$ cat src/pkg/iopcn_defs.svh
// constants for the port and change-notice block: widths, offsets, resets
// assumes inclusion by bare name from the package and the top module
`ifndef IOPCN_DEFS_SVH
`define IOPCN_DEFS_SVH

`define IOPCN_PORT_W       16
`define IOPCN_CN_W         30
`define IOPCN_CN_LO_W      16
`define IOPCN_CN_HI_W      14
`define IOPCN_ADDR_W       12
`define IOPCN_IRQ_W        1

`define IOPCN_OFS_DIR      12'h000
`define IOPCN_OFS_LATCH    12'h004
`define IOPCN_OFS_LEVEL    12'h008
`define IOPCN_OFS_ODC      12'h00c
`define IOPCN_OFS_ANCFG    12'h010
`define IOPCN_OFS_CNEN_LO  12'h014
`define IOPCN_OFS_CNEN_HI  12'h018
`define IOPCN_OFS_PU_LO    12'h01c
`define IOPCN_OFS_PU_HI    12'h020
`define IOPCN_OFS_STATUS   12'h024
`define IOPCN_OFS_MASK     12'h028

`define IOPCN_RST_DIR      16'hffff
`define IOPCN_RST_LATCH    16'h0000
`define IOPCN_RST_ODC      16'h0000
`define IOPCN_RST_ANCFG    16'h0000
`define IOPCN_RST_CN_LO    16'h0000
`define IOPCN_RST_CN_HI    14'h0000
`define IOPCN_RST_IRQ      1'h0
`define IOPCN_IRQ_CN_BIT   0

`endif

$ cat src/pkg/iopcn_pkg.sv
// types shared by the port and change-notice block
// assumes the constants header sits on the include path
`include "iopcn_defs.svh"

package iopcn_pkg;

  typedef struct packed {
    logic                       sel;
    logic                       en;
    logic                       write;
    logic [`IOPCN_ADDR_W-1:0]   addr;
    logic [31:0]                wdata;
  } iopcn_apb_req_t;

  typedef struct packed {
    logic [`IOPCN_PORT_W-1:0]   out;
    logic [`IOPCN_PORT_W-1:0]   oe;
  } iopcn_pad_t;

endpackage

$ cat src/rtl/iopcn_top.sv
// port pin control, analog pin routing and input change notification
// assumes an apb master on the same clock and pads resolved outside
// Behaviour
// - open-drain bit set makes the pin drive low only, never high.
// - analog pin set to output feeds its driven level to the converter.
// - analog pin configuration resets to zero, all shared pins analog.
// - readback returns zero for every pin configured as analog input.
// - digital input pins are never connected to the converter.
// - an enabled change-notice pin changing state raises an interrupt.
// - change detection is not gated by sleep or any power state.
// - thirty change-notice inputs are supported.
// - two enable registers, one bit per change-notice pin.
// - two pull-up registers, one bit per pin, set turns pull-up on.
`timescale 1ns/1ns
`include "iopcn_defs.svh"

module iopcn_top (
  input  wire logic                        clock,
  input  wire logic                        srst,
  input  wire logic                        psel,
  input  wire logic                        penable,
  input  wire logic                        pwrite,
  input  wire logic [`IOPCN_ADDR_W-1:0]    paddr,
  input  wire logic [31:0]                 pwdata,
  output logic      [31:0]                 prdata,
  output logic                             pready,
  output logic                             pslverr,
  input  wire logic [`IOPCN_PORT_W-1:0]    pad_in,
  output logic      [`IOPCN_PORT_W-1:0]    pad_out,
  output logic      [`IOPCN_PORT_W-1:0]    pad_oe,
  output logic      [`IOPCN_PORT_W-1:0]    adc_connect,
  output logic      [`IOPCN_PORT_W-1:0]    adc_use_driven,
  output logic      [`IOPCN_PORT_W-1:0]    adc_driven_level,
  input  wire logic [`IOPCN_CN_W-1:0]      change_notice_input,
  output logic      [`IOPCN_CN_W-1:0]      weak_pullup_on,
  output logic                             irq
);

  // ****************************************************************
  // bus request and decode
  // ****************************************************************
  iopcn_pkg::iopcn_apb_req_t req;
  assign req.sel   = psel;
  assign req.en    = penable;
  assign req.write = pwrite;
  assign req.addr  = paddr;
  assign req.wdata = pwdata;

  logic pready_r;
  logic pslverr_r;
  logic [31:0] prdata_r;

  // one wait state: pready rises in the second access cycle
  wire access_pend = req.sel & req.en & ~pready_r;
  wire commit      = req.sel & req.en & pready_r;
  wire do_wr       = commit & req.write;

  wire hit_dir    = (req.addr == `IOPCN_OFS_DIR);
  wire hit_latch  = (req.addr == `IOPCN_OFS_LATCH);
  wire hit_level  = (req.addr == `IOPCN_OFS_LEVEL);
  wire hit_odc    = (req.addr == `IOPCN_OFS_ODC);
  wire hit_ancfg  = (req.addr == `IOPCN_OFS_ANCFG);
  wire hit_cn_lo  = (req.addr == `IOPCN_OFS_CNEN_LO);
  wire hit_cn_hi  = (req.addr == `IOPCN_OFS_CNEN_HI);
  wire hit_pu_lo  = (req.addr == `IOPCN_OFS_PU_LO);
  wire hit_pu_hi  = (req.addr == `IOPCN_OFS_PU_HI);
  wire hit_status = (req.addr == `IOPCN_OFS_STATUS);
  wire hit_mask   = (req.addr == `IOPCN_OFS_MASK);
  wire hit_any    = hit_dir | hit_latch | hit_level | hit_odc | hit_ancfg
                  | hit_cn_lo | hit_cn_hi | hit_pu_lo | hit_pu_hi
                  | hit_status | hit_mask;

  // ****************************************************************
  // control registers
  // ****************************************************************
  logic [`IOPCN_PORT_W-1:0]  pin_direction_r;
  logic [`IOPCN_PORT_W-1:0]  output_latch_r;
  logic [`IOPCN_PORT_W-1:0]  open_drain_select_r;
  logic [`IOPCN_PORT_W-1:0]  analog_pin_config_r;
  logic [`IOPCN_CN_LO_W-1:0] change_notice_enable_low_r;
  logic [`IOPCN_CN_HI_W-1:0] change_notice_enable_high_r;
  logic [`IOPCN_CN_LO_W-1:0] weak_pullup_enable_low_r;
  logic [`IOPCN_CN_HI_W-1:0] weak_pullup_enable_high_r;
  logic [`IOPCN_IRQ_W-1:0]   irq_status_r;
  logic [`IOPCN_IRQ_W-1:0]   irq_mask_r;

  wire [`IOPCN_PORT_W-1:0]  wr_port  = req.wdata[`IOPCN_PORT_W-1:0];
  wire [`IOPCN_CN_LO_W-1:0] wr_cn_lo = req.wdata[`IOPCN_CN_LO_W-1:0];
  wire [`IOPCN_CN_HI_W-1:0] wr_cn_hi = req.wdata[`IOPCN_CN_HI_W-1:0];
  wire [`IOPCN_IRQ_W-1:0]   wr_irq   = req.wdata[`IOPCN_IRQ_W-1:0];

  // writes to the readback address land in the output latch
  wire wr_latch = do_wr & (hit_latch | hit_level);

  always_ff @(posedge clock)
  begin
    if (srst)
    begin
      pin_direction_r     <= `IOPCN_RST_DIR;
      output_latch_r      <= `IOPCN_RST_LATCH;
      open_drain_select_r <= `IOPCN_RST_ODC;
      analog_pin_config_r <= `IOPCN_RST_ANCFG;
    end
    else
    begin
      if (do_wr & hit_dir)
        pin_direction_r <= wr_port;
      if (wr_latch)
        output_latch_r <= wr_port;
      if (do_wr & hit_odc)
        open_drain_select_r <= wr_port;
      if (do_wr & hit_ancfg)
        analog_pin_config_r <= wr_port;
    end
  end

  always_ff @(posedge clock)
  begin
    if (srst)
    begin
      change_notice_enable_low_r  <= `IOPCN_RST_CN_LO;
      change_notice_enable_high_r <= `IOPCN_RST_CN_HI;
      weak_pullup_enable_low_r    <= `IOPCN_RST_CN_LO;
      weak_pullup_enable_high_r   <= `IOPCN_RST_CN_HI;
      irq_mask_r                  <= `IOPCN_RST_IRQ;
    end
    else
    begin
      if (do_wr & hit_cn_lo)
        change_notice_enable_low_r <= wr_cn_lo;
      if (do_wr & hit_cn_hi)
        change_notice_enable_high_r <= wr_cn_hi;
      if (do_wr & hit_pu_lo)
        weak_pullup_enable_low_r <= wr_cn_lo;
      if (do_wr & hit_pu_hi)
        weak_pullup_enable_high_r <= wr_cn_hi;
      if (do_wr & hit_mask)
        irq_mask_r <= wr_irq;
    end
  end

  // ****************************************************************
  // pad drive
  // ****************************************************************
  iopcn_pkg::iopcn_pad_t pad_nxt;
  logic [`IOPCN_PORT_W-1:0] pad_out_r;
  logic [`IOPCN_PORT_W-1:0] pad_oe_r;

  wire [`IOPCN_PORT_W-1:0] drive_dir = ~pin_direction_r;

  // open drain only pulls low; high is left to the external pull-up
  assign pad_nxt.out = output_latch_r & ~open_drain_select_r;
  assign pad_nxt.oe  = drive_dir & (~open_drain_select_r | ~output_latch_r);

  always_ff @(posedge clock)
  begin
    if (srst)
    begin
      pad_out_r <= {`IOPCN_PORT_W{1'b0}};
      pad_oe_r  <= {`IOPCN_PORT_W{1'b0}};
    end
    else
    begin
      pad_out_r <= pad_nxt.out;
      pad_oe_r  <= pad_nxt.oe;
    end
  end

  // ****************************************************************
  // pin input synchronisers
  // ****************************************************************
  logic [`IOPCN_PORT_W-1:0] pad_meta_r;
  logic [`IOPCN_PORT_W-1:0] pad_sync_r;
  logic [`IOPCN_CN_W-1:0]   cn_meta_r;
  logic [`IOPCN_CN_W-1:0]   cn_sync_r;

  always_ff @(posedge clock)
  begin
    if (srst)
    begin
      pad_meta_r <= {`IOPCN_PORT_W{1'b0}};
      pad_sync_r <= {`IOPCN_PORT_W{1'b0}};
      cn_meta_r  <= {`IOPCN_CN_W{1'b0}};
      cn_sync_r  <= {`IOPCN_CN_W{1'b0}};
    end
    else
    begin
      pad_meta_r <= pad_in;
      pad_sync_r <= pad_meta_r;
      cn_meta_r  <= change_notice_input;
      cn_sync_r  <= cn_meta_r;
    end
  end

  // ****************************************************************
  // analog routing
  // ****************************************************************
  // analog config bit clear means the pin is analog
  wire [`IOPCN_PORT_W-1:0] pin_is_analog = ~analog_pin_config_r;

  // readback passes two synchroniser stages, so a read straight
  // after a write or direction change sees the old level
  wire [`IOPCN_PORT_W-1:0] level_view = pad_sync_r & ~pin_is_analog;

  logic [`IOPCN_PORT_W-1:0] adc_connect_r;
  logic [`IOPCN_PORT_W-1:0] adc_use_driven_r;
  logic [`IOPCN_PORT_W-1:0] adc_driven_level_r;

  always_ff @(posedge clock)
  begin
    if (srst)
    begin
      adc_connect_r      <= {`IOPCN_PORT_W{1'b0}};
      adc_use_driven_r   <= {`IOPCN_PORT_W{1'b0}};
      adc_driven_level_r <= {`IOPCN_PORT_W{1'b0}};
    end
    else
    begin
      adc_connect_r      <= pin_is_analog;
      adc_use_driven_r   <= pin_is_analog & drive_dir;
      adc_driven_level_r <= pad_nxt.out;
    end
  end

  // ****************************************************************
  // change notification
  // ****************************************************************
  logic [`IOPCN_CN_W-1:0] cn_captured_r;

  wire [`IOPCN_CN_W-1:0] cn_enable = {change_notice_enable_high_r,
                                      change_notice_enable_low_r};
  wire [`IOPCN_CN_W-1:0] cn_mismatch = (cn_sync_r ^ cn_captured_r) & cn_enable;
  wire cn_event = |cn_mismatch;

  // capture follows every pin so that enabling a pin later does
  // not report a stale difference; no sleep gating here
  always_ff @(posedge clock)
  begin
    if (srst)
      cn_captured_r <= {`IOPCN_CN_W{1'b0}};
    else
      cn_captured_r <= cn_sync_r;
  end

  // ****************************************************************
  // interrupt status and line
  // ****************************************************************
  wire [`IOPCN_IRQ_W-1:0] irq_set;
  wire [`IOPCN_IRQ_W-1:0] irq_clr;
  assign irq_set[`IOPCN_IRQ_CN_BIT] = cn_event;
  assign irq_clr = (do_wr & hit_status) ? wr_irq : {`IOPCN_IRQ_W{1'b0}};

  // set beats a write-one clear in the same cycle
  wire [`IOPCN_IRQ_W-1:0] irq_status_nxt = (irq_status_r & ~irq_clr) | irq_set;

  logic irq_r;

  always_ff @(posedge clock)
  begin
    if (srst)
    begin
      irq_status_r <= `IOPCN_RST_IRQ;
      irq_r        <= 1'b0;
    end
    else
    begin
      irq_status_r <= irq_status_nxt;
      irq_r        <= |(irq_status_nxt & irq_mask_r);
    end
  end

  // ****************************************************************
  // read mux and bus answer
  // ****************************************************************
  logic [31:0] rd_mux;

  always_comb
  begin
    rd_mux = 32'h0000_0000;
    if (hit_dir)
      rd_mux[`IOPCN_PORT_W-1:0] = pin_direction_r;
    if (hit_latch)
      rd_mux[`IOPCN_PORT_W-1:0] = output_latch_r;
    if (hit_level)
      rd_mux[`IOPCN_PORT_W-1:0] = level_view;
    if (hit_odc)
      rd_mux[`IOPCN_PORT_W-1:0] = open_drain_select_r;
    if (hit_ancfg)
      rd_mux[`IOPCN_PORT_W-1:0] = analog_pin_config_r;
    if (hit_cn_lo)
      rd_mux[`IOPCN_CN_LO_W-1:0] = change_notice_enable_low_r;
    if (hit_cn_hi)
      rd_mux[`IOPCN_CN_HI_W-1:0] = change_notice_enable_high_r;
    if (hit_pu_lo)
      rd_mux[`IOPCN_CN_LO_W-1:0] = weak_pullup_enable_low_r;
    if (hit_pu_hi)
      rd_mux[`IOPCN_CN_HI_W-1:0] = weak_pullup_enable_high_r;
    if (hit_status)
      rd_mux[`IOPCN_IRQ_W-1:0] = irq_status_r;
    if (hit_mask)
      rd_mux[`IOPCN_IRQ_W-1:0] = irq_mask_r;
  end

  always_ff @(posedge clock)
  begin
    if (srst)
    begin
      pready_r  <= 1'b0;
      pslverr_r <= 1'b0;
      prdata_r  <= 32'h0000_0000;
    end
    else
    begin
      pready_r  <= access_pend;
      pslverr_r <= access_pend & ~hit_any;
      prdata_r  <= (access_pend & ~req.write) ? rd_mux : 32'h0000_0000;
    end
  end

  // ****************************************************************
  // pull-up outputs
  // ****************************************************************
  // pull-ups stay as software sets them, even on output pins
  logic [`IOPCN_CN_W-1:0] weak_pullup_on_r;

  always_ff @(posedge clock)
  begin
    if (srst)
      weak_pullup_on_r <= {`IOPCN_CN_W{1'b0}};
    else
      weak_pullup_on_r <= {weak_pullup_enable_high_r,
                           weak_pullup_enable_low_r};
  end

  // ****************************************************************
  // outputs
  // ****************************************************************
  assign prdata           = prdata_r;
  assign pready           = pready_r;
  assign pslverr          = pslverr_r;
  assign pad_out          = pad_out_r;
  assign pad_oe           = pad_oe_r;
  assign adc_connect      = adc_connect_r;
  assign adc_use_driven   = adc_use_driven_r;
  assign adc_driven_level = adc_driven_level_r;
  assign weak_pullup_on   = weak_pullup_on_r;
  assign irq              = irq_r;

endmodule

$ cat config.mk
export PLATFORM = sky130hd
export DESIGN_NAME = iopcn_top
export DESIGN_NICKNAME = d
export VERILOG_FILES = /design/src/pkg/iopcn_pkg.sv /design/src/rtl/iopcn_top.sv
export VERILOG_INCLUDE_DIRS = /design/src /design/src/pkg
export SDC_FILE = /design/constraint.sdc
export NUM_CORES = 1
export LEC_CHECK = 0
export ABC_CLOCK_PERIOD_IN_PS = 2100
export BUFFER_PORTS_ARGS = -buffer_cell sky130_fd_sc_hd__buf_4
export CORE_ASPECT_RATIO = 0.5
export CORE_UTILIZATION = 36
export CTS_CLUSTER_DIAMETER = 60
export CTS_CLUSTER_SIZE = 24
export DETAILED_ROUTE_END_ITERATION = 10
export SYNTH_ARGS = -nofsm -noshare
export SYNTH_HDL_FRONTEND = slang
export SYNTH_SLANG_ARGS = --single-unit
$ cat constraint.sdc
create_clock -name clock -period 2.1 [get_ports clock]
set_clock_uncertainty 0.1 [all_clocks]
set_input_delay 0.105 -clock clock [delete_from_list [all_inputs] [get_ports clock]]
set_output_delay 0.105 -clock clock [all_outputs]
set_load 0.02 [all_outputs]
==> flow_metrics.tcl <==
set metrics [dict create \
    status "finished clean" \
    via_count 9507 \
    endpoint "pready" \
    ios 240 \
    portBuffers 207 \
    final_core_util_pct 46.3 \
    synth_flop_cell "dfxtp_1" \
    nNetsFinal 1582 \
    synth.area.mux_share_pct 7.29 \
    cp-start-kind "input pin" \
    place_hpwl_mm 26.4 \
    synthSimpleGateAreaFrac_pct 20.0 \
    area_growth_pct 25.1 \
    fmax_ghz 0.535 \
    post_cts_resized 0 \
    numClockSinks 361 \
    first_pass_iters 5 \
    clk_path_buf_depth 3 \
    worstSkewPairLatency_ps 540 \
    h-tree-depth 1 \
    post_drt_wl_per_cell_um 19.0 \
    cp_slowest_stage_delay_ps 620 \
    overflow 0 \
    drtIter0Drc 823 \
    synthAdderAreaFrac_pct 0 \
    max-slew-margin-rel_pct 52.5 \
    rsz0062_at_grt "no" \
    grt_pass1_vias 9353 \
    placementRows 48 \
    slew_viol_final 0 \
    grt_max_degree 127 \
    final_hold_viol_count 0 \
    die-area_um2 36600 \
    total_power_mw 11.8 \
    hold_class "input pin to flip-flop" \
    synth_top_family_by_area "simple AND/OR/NAND/NOR gates" \
    grt_pass1_wl_mm 55.9 \
    crit_arrival_ps 2240 \
    multi_input_area_um2 5090 \
    drcViolationCount 0 \
    cts_hold_buf 67 \
    r2r_slack_ps 250 \
    required_ps 2470 \
    cellPowerDensity_nw_per_um2 731 \
    gp_congestion 0.880 \
    cts_made_buffers 19 \
    design.core.area_um2 34800 \
    drive_gt1_share_pct 20.1 \
    dpl_cell_area_um2 14900 \
    reg2reg_to "irq" \
    cts_tree "yes" \
    drt-total-wl_mm 37.4 \
    stdcell_area_um2 16100 \
    layout_common_cells "dfxtp_1 (361), buf_4 (233), nor2b_1 (184), nand2_1 (112), nor2_1 (100)" \
    fin_hold_ws_ps 27.3 \
    ys_seq_area_share_pct 56.1 \
    worst-setup-path-type "input pin to flip-flop" \
    synth_xor_area_share_pct 2.04 \
    path_buf_inv 4 \
    ys_types 54 \
    async_flop_share_pct 0 \
    die_w_um 270 \
    syn_avg_cell_area_um2 10.2 \
    synth_cells 1261 \
    worst-path-stages 6 \
    period_needed_ps 1870 \
    hold_path_startpoint "paddr[6]" \
    start_util_pct 37.0 \
    path_cells "dlygate4sd3_1, buf_4, nand2_1, dlygate4sd3_1, nor3_1, dlygate4sd3_1" \
    period_share_pct 88.9 \
    critPathCaptureType "flip-flop" \
    antenna_found_initial 0 \
    ys_warn_count 0 \
    cts-root-buf "clkbuf_16" \
    place_inst 1874 \
    syn_area_um2 12900 \
    crit_family "buffers and inverters" \
    ys_ff_latch 361 \
    final-seq-area_um2 7230 \
    die_h_um 136 \
    ff2ff_path_depth 5 \
    antennaDiodeCount 0 \
    crit_fanout 3 \
    worstMarginPinSlew_ps 713 \
    crit_slowest_cell "dlygate4sd3_1" \
    leakage_nw 6.23 \
    fillers 3304 \
    instances_no_fill 1965 \
    place_ws_ps 19.3 \
    clk_transition_reported_paths_ps 80 \
    finalSetupTns_ps 0 \
    crit_start "penable" \
    crit_top_cell "dlygate4sd3_1" \
    setup_viol 0 \
    layout_commonest_cell "dfxtp_1" \
    synth_compound_area_share_pct 9.64 \
    ant_nets 0 \
    r2r_start "pready" \
    gr-usage-all-layers_pct 20.0 \
    synth_edf_count 0 \
    via_per_inst 4.84 \
    drv_cap 0 \
    ir_drop_mv 0.343 \
    fin_ws_ps 232 \
    post_cts_buffers 0 \
]
metal layers:
layer	part of all wire, %	wire (µm)	vias to the layer above	track usage, %
met5	0	0	-	0
met4	2.6	977	0	5.84
li1	-	-	4620	-
met1	46	17100	4588	27.4
met3	6.2	2300	52	3.60
met2	45	17000	247	32.3
final cells by class:
| cell class | instances | share of cell area [%] |
|---|---|---|
| clock inverters | 4 | 0.365 |
| inverters | 2 | 0.0466 |
| flip-flops and latches | 361 | 44.8 |
| multi-input cells | 791 | 31.6 |
| clock buffers | 20 | 3.03 |
| repair buffers | 312 | 16.5 |
| well taps | 475 | 3.69 |
sequential cells by signal, indices dropped and copies added (netlist names), 14 cells and up:
name / count
adc_driven_level: 16
cn_meta_r: 30
change_notice_enable_high_r: 14
open_drain_select_r: 16
weak_pullup_enable_low_r: 16
weak_pullup_on: 30
output_latch_r: 16
pin_direction_r: 16
change_notice_enable_low_r: 16
weak_pullup_enable_high_r: 14
analog_pin_config_r: 16
cn_captured_r: 30
prdata: 16
adc_connect: 16
cn_sync_r: 30
adc_use_driven: 16
pad_sync_r: 16
pad_oe: 16
pad_meta_r: 16
power breakdown:
| group | switching [mW] | leakage, nW | internal [mW] |
|---|---|---|---|
| clock | 2.21 | 0.271 | 1.83 |
| combinational | 0.417 | 3.02 | 0.340 |
| sequential | 0.0404 | 2.94 | 6.96 |
cell usage after synthesis, types with 13 or more instances:
cell type	number	share of area (%)
a211o_1	16	1.1
a211oi_1	32	1.9
a21oi_1	73	2.8
a22oi_1	20	1.2
buf_4	34	2.0
clkbuf_1	69	2.0
dfxtp_1	361	56
mux2i_1	68	5.3
nand2_1	112	3.3
nor2_1	100	2.9
nor2b_1	184	8.9
nor3_1	28	1.1
nor3b_1	16	0.93
o211ai_1	13	0.76
xor2_1	30	2.0
cell families (layout without fill, tap and decap cells):
family,after synthesis,after routing
AND/OR/NAND/NOR,480,480
AO/OA/AOI/OAI,185,185
flip-flops,361,361
other,1,16
XOR/XNOR,30,30
buffers and inverters,124,338
multiplexers,80,80
worst register-to-register path: stages (launching register included):
cell and delay, ps:
dfxtp_1 370, nand4_1 190, o41a_1 510, nor3_1 300, buf_4 180, a21oi_1 80
worst min path at each step:
stage	slack, ps	cells past startpoint	to
CTS	8	3	pslverr
global placement	220	2	pad_meta_r[9]
finish	30	3	pslverr
floorplan	100	1	pready
detailed placement	220	2	cn_meta_r[22]
global route	60	3	pslverr
Note: power is estimated with default switching activity, not from simulation.
